File: src/core/seconds_counter_pkg.sv
/*
  Constants shared by the seconds counter with alarm.
  Assumes a 20 MHz system clock and a 1 Hz tick from a separate time base.
*/
// How it works
// - Time is a 32-bit seconds count, advanced once per 1 Hz tick.
// - One comparator raises the alarm event when a tick steps the count to the alarm value.
// - Reset loads alarm with all ones; alarm then fires as the count steps to all ones, the tick before a wrap.
// - A seconds event is raised on every increment of the count.
// - A minute event fires on every sixtieth tick from reset unless a time write lands on that tick; time writes do not realign it to multiples of 60.
package seconds_counter_pkg;
  // ----------------------------------------------------------------
  // Widths and reset values
  // ----------------------------------------------------------------
  localparam int          COUNT_WIDTH   = 32;
  localparam logic [31:0] COUNT_RESET   = 32'h0000_0000;
  localparam logic [31:0] ALARM_RESET   = 32'hffff_ffff;
  localparam logic [5:0]  MINUTE_LAST   = 6'h3b;
  localparam logic [5:0]  MINUTE_RESET  = 6'h00;
endpackage : seconds_counter_pkg

File: src/core/seconds_counter.sv
/*
  Seconds counter with one alarm comparator and second/minute events.
  Assumes TICK_PIN is an asynchronous 1 Hz square wave from outside; the
  host writes time and alarm through plain write strobes on this clock.
*/
module seconds_counter
  import seconds_counter_pkg::*;
(
  input  wire logic                   CLOCK,
  input  wire logic                   NRST,
  input  wire logic                   TICK_PIN,
  input  wire logic                   TIME_WRITE,
  input  wire logic [COUNT_WIDTH-1:0] TIME_DATA,
  input  wire logic                   ALARM_WRITE,
  input  wire logic [COUNT_WIDTH-1:0] ALARM_DATA,
  input  wire logic                   ALARM_MASK,
  input  wire logic                   SECOND_MASK,
  input  wire logic                   MINUTE_MASK,
  output logic      [COUNT_WIDTH-1:0] TIME_VALUE,
  output logic      [COUNT_WIDTH-1:0] ALARM_VALUE,
  output logic                        ALARM_EVENT,
  output logic                        SECOND_EVENT,
  output logic                        MINUTE_EVENT
);

  // ----------------------------------------------------------------
  // Tick synchroniser and edge detect
  // ----------------------------------------------------------------
  logic       tick_meta;
  logic       tick_sync;
  logic       tick_last;
  logic       tick;
  logic [5:0] minute_phase;
  logic [COUNT_WIDTH-1:0] next_time;
  logic                   tick_take;
  logic                   minute_due;
  logic                   alarm_hit;
  logic [COUNT_WIDTH-1:0] match_bit;

  always_ff @(posedge CLOCK or negedge NRST) begin
    if (!NRST) begin
      tick_meta <= 1'b0;
      tick_sync <= 1'b0;
      tick_last <= 1'b0;
    end else begin
      tick_meta <= TICK_PIN;
      tick_sync <= tick_meta;
      tick_last <= tick_sync;
    end
  end

  assign tick      = tick_sync & ~tick_last;
  assign next_time = TIME_VALUE + 32'h0000_0001;

  // ----------------------------------------------------------------
  // Accepted tick: a time write in the same cycle wins over the tick
  // ----------------------------------------------------------------
  assign tick_take = tick & ~TIME_WRITE;

  // ----------------------------------------------------------------
  // Minute boundary: the tick that closes the sixtieth second
  // ----------------------------------------------------------------
  assign minute_due = (minute_phase == MINUTE_LAST);

  // ----------------------------------------------------------------
  // Alarm comparator, one equality lane per count bit
  // ----------------------------------------------------------------
  genvar lane;
  generate
    for (lane = 0; lane < COUNT_WIDTH; lane++) begin : g_match
      assign match_bit[lane] = ~(next_time[lane] ^ ALARM_VALUE[lane]);
    end
  endgenerate

  assign alarm_hit = &match_bit;

  // ----------------------------------------------------------------
  // Seconds count
  // ----------------------------------------------------------------
  always_ff @(posedge CLOCK or negedge NRST) begin
    if (!NRST) begin
      TIME_VALUE <= COUNT_RESET;
    end else if (TIME_WRITE) begin
      TIME_VALUE <= TIME_DATA;
    end else if (tick) begin
      TIME_VALUE <= next_time;
    end
  end

  // ----------------------------------------------------------------
  // Minute phase, free running, not touched by time writes
  // ----------------------------------------------------------------
  always_ff @(posedge CLOCK or negedge NRST) begin
    if (!NRST) begin
      minute_phase <= MINUTE_RESET;
    end else if (tick) begin
      if (minute_phase == MINUTE_LAST) begin
        minute_phase <= MINUTE_RESET;
      end else begin
        minute_phase <= minute_phase + 6'h01;
      end
    end
  end

  // ----------------------------------------------------------------
  // Alarm value
  // ----------------------------------------------------------------
  always_ff @(posedge CLOCK or negedge NRST) begin
    if (!NRST) begin
      ALARM_VALUE <= ALARM_RESET;
    end else if (ALARM_WRITE) begin
      ALARM_VALUE <= ALARM_DATA;
    end
  end

  // ----------------------------------------------------------------
  // Events, one cycle each, registered on the same edge that moves the count
  // ----------------------------------------------------------------
  always_ff @(posedge CLOCK or negedge NRST) begin
    if (!NRST) begin
      SECOND_EVENT <= 1'b0;
    end else begin
      SECOND_EVENT <= tick_take & ~SECOND_MASK;
    end
  end

  always_ff @(posedge CLOCK or negedge NRST) begin
    if (!NRST) begin
      MINUTE_EVENT <= 1'b0;
    end else begin
      MINUTE_EVENT <= tick_take & ~MINUTE_MASK & minute_due;
    end
  end

  always_ff @(posedge CLOCK or negedge NRST) begin
    if (!NRST) begin
      ALARM_EVENT <= 1'b0;
    end else begin
      ALARM_EVENT <= tick_take & ~ALARM_MASK & alarm_hit;
    end
  end

endmodule : seconds_counter

File: config.mk
export PLATFORM = sky130hd
export DESIGN_NAME = seconds_counter
export DESIGN_NICKNAME = d
export VERILOG_FILES = /design/src/core/seconds_counter_pkg.sv /design/src/core/seconds_counter.sv
export SDC_FILE = /design/constraint.sdc
export NUM_CORES = 1
export LEC_CHECK = 0
export BUFFER_PORTS_ARGS = -buffer_cell sky130_fd_sc_hd__clkbuf_2
export CORE_ASPECT_RATIO = 2
export CORE_MARGIN = 5
export CORE_UTILIZATION = 50
export DETAILED_ROUTE_END_ITERATION = 6
export PLACE_DENSITY = 0.81
export SLEW_MARGIN = 0
export SYNTH_ARGS = -nofsm -noshare
export SYNTH_HDL_FRONTEND = slang
export SYNTH_SLANG_ARGS = --single-unit
File: constraint.sdc
create_clock -name CLOCK -period 8.5 [get_ports CLOCK]
set_input_delay 0 -clock CLOCK [delete_from_list [all_inputs] [get_ports CLOCK]]
set_output_delay 0 -clock CLOCK [all_outputs]
set_load 0.005 [all_outputs]
# Word-level counts from Yosys, hierarchy flattened
# Cells that the tools add are included.
# totals
out_inout_bits	67
ff_bits	76
wordCells	93
inputBits	72
# op_classes
n_reduce_logical	2
muxes	3
add_sub_neg	2
n_eq_ne	1
n_bitwise	76
# op_table
cell	count
$mux 32	2
$not 1->1	37
$add 32x1->32 const B	1
$reduce_and 32->1	1
$xor 1x1->1	32
$and 1x1->1	7
$add 6x1->6 const B	1
$eq 6x6->1 const B	1
$mux 6	1
$reduce_bool 2->1	1

# Longest topological paths before layout
# Gate-level depths: netlist (run 1).
# depth
depth_word	5
ltp_mapped	10
mapped_depth_nobuf	8

# Worst setup path before layout (run 1)
# No wires, ideal clock.
# synth_path
path_kind	register to register
start	reg TIME_VALUE[0]
end	reg ALARM_EVENT
slack_ns	5.750
t_required_ns	8.404
setup_time_ns	0.096
path_stages_with_launch	10
arrival_time_ns	2.654
synth_period_minus_slack_ns	2.750
n_path_buf	1
path_cell_list	dfrtp_1 -> ha_1 -> clkbuf_1 -> nand3_1 -> nor4_4 -> and2_1 -> nand2_1 -> a311o_1 -> or4_4 -> nor4_2
# synth_via
elab_chain_cells	5
elab_cells_between_ends	67
classes_between	add/sub (1); bitwise (65); reduce/logical (1)
# synth_lines
item	line_no	text
start, declared	seconds_counter.sv:19	output logic [COUNT_WIDTH-1:0] TIME_VALUE,
start signal, assigned	seconds_counter.sv:86	TIME_VALUE <= next_time;
$add 32x1->32 (*)	seconds_counter.sv:53	assign next_time = TIME_VALUE + 32'h0000_0001;
$xor 1x1->1	seconds_counter.sv:71	assign match_bit[lane] = ~(next_time[lane] ^ ALARM_VALUE[lane]);
$not 1->1	seconds_counter.sv:71	
$reduce_and 32->1 (*)	seconds_counter.sv:75	assign alarm_hit = &match_bit;
$and 1x1->1 (*)	seconds_counter.sv:139	ALARM_EVENT <= tick_take & ~ALARM_MASK & alarm_hit;
end signal, assigned	seconds_counter.sv:139	
end, declared	seconds_counter.sv:21	output logic ALARM_EVENT,
# Mark *: on every way between the ends. The rest lies on a longest branch, timed or not.
# A chain may end at the register's enable or synchronous reset.

# Worst setup path in the final report (run 1)
# Same ends and word-level chain as after synthesis.

==> out/qor.yml, run 1 <==
timing:
  maxSlewViolCount: 0
  rsz0062_at_grt: "no"
  finalCritPeriodShare: 0.389
  clock_skew_ns: 0.0122
  max_slew.worst_pin.slew_ns: 1.09
  tns_ns: 0
  slew_headroom: 0.272
  hold_viol: 0
  post-route-min-period_ns: 3.30
  setup_viol: 0
  max_freq_mhz: 303
floorplan:
  core_um2: 9010
  io_pins: 139
  fp-row-count: 49
  dieArea_um2: 11400
  start_util: 0.514
  die_w_um: 78.1
  die_h_um: 146
power:
  clockPowerShare: 0.361
  swShare: 0.291
  switchingPower_uw: 325
  ir_drop_mv: 0.133
  p_comb_frac: 0.209
  leakagePower_nw: 2.67
  seq_power_share: 0.430
  p_int_uw: 790
  power_density_nw_per_um2: 178
logic_synthesis:
  async_flop_share: 1.00
  synth_edf_count: 0
  yosys_register_bits: 76
  yosysSeqAreaShare: 0.419
  synth_largest_area_cell: "dfrtp_1"
  yosys.cell_types.count: 59
  netlist_instances: 472
  avgSynthCellArea_um2: 9.81
  synth.cell_area_um2: 4630
  ys_top_cells_by_area: "dfrtp_1, dfstp_2, xnor2_1, mux2_2, xor2_1"
  synth_top_area_frac: 0.238
  ys_warn_count: 0
  syn-num-nets: 546
  ys.flop_type: "dfrtp_1"
placed_design:
  dpl_cell_area_um2: 5280
  place.gp.congestion: 0.860
  dp.final_hpwl_um: 9900
  io_buffers: 138
clock_network:
  clkSinkCount: 76
  cts_tree: "done"
  insertion_delay_ns: 0.34
  clock-root-buffer: "clkbuf_16"
  postCtsResizedCells: 0
  htreeDepth: 3
  cts.path.max_buffers: 2
  cts_inserted_buffers: 9
  clk_pin_slew_ns: 0.06
drt:
  wirelength_um: 14300
  final_antenna_net_count: 0
  drc_errors: 0
  vias: 4345
  drtIter0Drc: 206
  vias_per_cell: 5.68
  wl_per_cell_um: 18.7
  first_pass_iters: 4
worst_setup_path:
  start_kind: "register"
  path_cells: "ha_1 > nand3_1 > nor4_4 > and2_1 > nand2_1 > a311o_1 > or4_4 > nor4_2"
  end_kind: "register"
  cp.required_ns: 8.74
  max_stage_delay_ns: 0.69
  path_buf_inv: 0
  slowest_stage: "nor4_4"
  cp_max_fo: 16
  crit_family: "simple AND/OR/NAND/NOR gates"
  worstSetupPathType: "reg2reg"
  cp.arrival_ns: 3.55
finish:
  seq_area_um2: 1940
  multi_input_area_um2: 2480
  syn2layout_area_growth_pct: 35.6
  fin_nets: 731
  fillers: 654
  drive_above_1_share: 0.350
  final_area_um2: 6280
hold_path:
  hold_path.class: "in2reg"
run:
  max_cap_viol_count: 0
outcome:
  status: "complete, no violations"
global_route:
  grt_max_degree: 77
  grt_pass1_wl_um: 23500
  antenna_found_initial: 1
  grt_pass1_vias: 4761
  gr-total-overflow: 0
  track_usage: 0.256
[power by group through the flow]
stage	Sequential, mW	Clock (mW)	Combinational [mW]
floorplan	0.460	0	0.139
global placement	0.479	0	0.199
detailed placement	0.483	0	0.205
CTS	0.478	0.405	0.232
global route	0.486	0.424	0.254
finish	0.479	0.402	0.233
[what timing repair did]
action	in CTS	in global routing
hold buffers	68	0
endpoints found under the hold margin	111	0
buffers inserted	0	0
[synth_stat cells, types with 4 or more instances]
library cell  count
o21ai_0          41
mux2_2           32
inv_1             4
dfstp_2          32
nand4_1          14
xnor2_1          54
dfrtp_1          44
mux2i_1           5
nand3_1          22
and3_1            4
a21o_1            4
nand2_1          60
nor3_1           14
nor2_1           23
clkbuf_1         24
xor2_1           26
[path summary, 6_finish.rpt]
path / start / to / slack (ns) / cells past startpoint
max: TIME_VALUE[0] / ALARM_EVENT / 5.20 / 8
min: ALARM_MASK / ALARM_EVENT / 0.10 / 5
max reg2reg: TIME_VALUE[0] / ALARM_EVENT / 5.20 / 8
min reg2reg: tick_meta / tick_sync / 0.36 / 0
max in group asynchronous: NRST / TIME_VALUE[14] / 7.50 / 2
min in group asynchronous: NRST / MINUTE_EVENT / 0.36 / 2
[final cells by class]
cell class | count | area share
inverters | 5 | 0.00339
clock inverters | 3 | 0.00718
multi-input cells | 357 | 0.395
diodes | 1 | 0.000399
well taps | 102 | 0.0203
flip-flops and latches | 76 | 0.309
clock buffers | 13 | 0.0431
repair buffers | 208 | 0.221
[flip-flops by register name, summed over array words and instances (netlist names)]
| name | cells |
|---|---|
| ALARM_EVENT | 1 |
| SECOND_EVENT | 1 |
| tick_last | 1 |
| ALARM_VALUE | 32 |
| minute_phase | 6 |
| tick_sync | 1 |
| tick_meta | 1 |
| MINUTE_EVENT | 1 |
| TIME_VALUE | 32 |
[layer usage]
metal	vias up	global-route usage	part of all wire
met5	-	0	0
met4	0	0.177	0.066
met3	68	0.0530	0.049
met2	177	0.456	0.55
met1	2071	0.256	0.34
li1	2029	-	-
[worst reg2reg max path, delay by kind of cell (launching register included)]
kind / cells / cell delay [ns]
adder cells (fa/ha/maj): 1 / 0.35
flip-flops: 1 / 0.50
AND/OR/NAND/NOR: 6 / 1.98
AO/OA/AOI/OAI: 1 / 0.36
[kinds of logic (layout without fill, tap and decap cells)]
logic type	Yosys count	after routing	share of synthesized area
xor+xnor	80	80	0.151
simple gates	169	169	0.198
compound gates	68	68	0.0903
fa+ha+maj	3	3	0.00756
buf+inv	39	229	0.0451
flops	76	76	0.419
mux	37	37	0.0886
other cells	0	1	0
[metrics by stage]
| stage | util | hold WS (ns) | std cells | setup WS (ns) | power (mW) |
|---|---|---|---|---|---|
| 5_1_grt | 0.697 | 0.143 | 765 | 4.95 | 1.16 |
| 6_report | 0.697 | 0.101 | 765 | 5.20 | 1.11 |
| 3_5_place_dp | 0.586 | 0.110 | 680 | 5.24 | 0.689 |
| 2_1_floorplan | - | -0.296 | 472 | 5.75 | 0.599 |
| 3_3_place_gp | 0.586 | 0.112 | 680 | 5.40 | 0.678 |
| 4_1_cts | 0.696 | 0.0934 | 764 | 5.22 | 1.11 |
[cell usage in the layout (no fill, tap or decap), drive strengths merged, types with 4 or more instances in the layout]
cell type / n
xor2: 26
and3: 4
nand3: 22
nor2: 23
dlygate4sd3: 68
nand4: 17
nor3: 14
inv: 5
dfstp: 32
or4: 4
mux2: 32
and4: 4
xnor2: 54
nand2: 60
o21ai: 41
nor4: 7
mux2i: 5
clkbuf: 150
dfrtp: 44
a21o: 4
Power figures use the tool's default switching activity.
==> run 2: changes to the inputs <==
Clock period 8.5 ns to 3.2 ns, I/O delays scaled along.
==> run 2 against run 1 <==
Net effect:
- combinational power increased to 2.8 times the previous value
- largest cell class unchanged
- largest power group unchanged
- worst setup slack got worse by 4.9 ns
- maximum frequency grew 15%
- highest routed layer unchanged
==> out/qor.yml, run 2 (synthesis gave the netlist of run 1 again) <==
outcome:
  status: "complete, no violations"
finish:
  final_area_um2: 6370
  reg.largest.list: "ALARM_VALUE x32, TIME_VALUE x32, minute_phase x6"
  n_antenna_cell: 0
  seq_area_um2: 1940
  final_util: 0.707
  drive_above_1_share: 0.360
  fillers: 658
  syn2layout_area_growth_pct: 37.5
  final_cells: 772
  multi_input_area_um2: 2480
  mostFrequentLayoutCells: "clkbuf_2, dlygate4sd3_1, nand2_1, xnor2_1, dfrtp_1"
  fin_nets: 739
  layout_commonest_cell: "clkbuf_2"
run:
  max_cap_viol_count: 0
global_route:
  grt_pass1_wl_um: 24300
  track_usage: 0.266
  gr-total-overflow: 0
  antenna_found_initial: 0
  grt_pass1_vias: 4840
  grt_max_degree: 77
placed_design:
  dp_slack_ns: 0.369
  place.gp.congestion: 0.903
  dpl_cell_area_um2: 5340
  io_buffers: 138
  place_inst: 688
  dp.final_hpwl_um: 10000
power:
  ir_drop_mv: 0.406
  power_density_nw_per_um2: 489
  leakagePower_nw: 2.73
  p_total_mw: 3.11
clock_network:
  clk_pin_slew_ns: 0.06
  clock-root-buffer: "clkbuf_16"
  cts.path.max_buffers: 2
  clkSinkCount: 76
  postCtsHoldBufs: 68
  insertion_delay_ns: 0.34
  cts_tree: "done"
  htreeDepth: 3
  cts_inserted_buffers: 9
  postCtsResizedCells: 0
  post_cts_buffers: 0
timing:
  setup_viol: 0
  maxSlewViolCount: 0
  max_slew.worst_pin.slew_ns: 1.06
  hold_ws_ns: 0.0955
  rsz0062_at_grt: "no"
  max_freq_mhz: 350
  hold_viol: 0
  slew_headroom: 0.289
  postLayoutSetupSlackWorst_ns: 0.339
  clock_skew_ns: 0.0114
  post-route-min-period_ns: 2.86
  tns_ns: 0
  finalCritPeriodShare: 0.894
drt:
  wl_per_cell_um: 19.1
  drc_errors: 0
  drtIter0Drc: 214
  vias_per_cell: 5.65
  wirelength_um: 14700
  final_antenna_net_count: 0
  first_pass_iters: 4
  vias: 4360
floorplan:
  fp-row-count: 49
  dieArea_um2: 11400
  die_h_um: 146
  core_um2: 9010
  io_pins: 139
  die_w_um: 78.1
  start_util: 0.514
worst_setup_path:
  cp.arrival_ns: 3.11
  start_kind: "register"
  cp.required_ns: 3.45
  end_kind: "register"
  worstSetupPathType: "reg2reg"
  cp_max_fo: 11
hold_path:
  hold_path.class: "in2reg"
==> run 2: changes by cell type in the layout (fill, tap and decap cells not counted), sizes merged <==
| cell | before | now |
|---|---|---|
| diode | 1 | 0 |
| bufinv | 1 | 3 |
| clkbuf | 150 | 146 |
| clkinv | 0 | 2 |
| inv | 5 | 6 |
| buf | 3 | 11 |
| clkinvlp | 2 | 1 |
==> run 2: path summary, 6_finish.rpt <==
check / startpoint / end / slack [ns] / depth (start not counted)
worst max-delay path: TIME_VALUE[2] / ALARM_EVENT / 0.34 / 7
worst max register to register: TIME_VALUE[2] / ALARM_EVENT / 0.34 / 7
max in group asynchronous: NRST / TIME_VALUE[22] / 2.20 / 2
worst min-delay path: ALARM_MASK / ALARM_EVENT / 0.1 / 5
worst min register to register: tick_meta / tick_sync / 0.36 / 0
min in group asynchronous: NRST / MINUTE_EVENT / 0.36 / 2
==> run 2: report_power, final <==
group	total (mW)	switching (mW)	internal (mW)
combinational	0.649	0.309	0.339
clock	1.21	0.440	0.768
sequential	1.26	0.160	1.10
==> run 2: final cells by class <==
| type | instances | share of cell area |
|---|---|---|
| flip-flops and latches | 76 | 0.305 |
| well taps | 102 | 0.0200 |
| repair buffers | 216 | 0.228 |
| clock inverters | 7 | 0.0194 |
| multi-input cells | 357 | 0.389 |
| clock buffers | 9 | 0.0354 |
| inverters | 5 | 0.00334 |
==> run 2: critical path: stages (launching register included) <==
cell,delay [ns]
dfrtp_1,0.54
and4_1,0.41
nand4_4,0.21
or4_1,0.58
xnor2_1,0.16
nand4_1,0.11
or4_4,0.56
nor4_2,0.21
==> run 2: layer usage <==
metal  GRT usage  part of all wire
met5           0                 0
met2       0.467              0.54
met4       0.177             0.066
met3      0.0555             0.054
met1       0.276              0.34
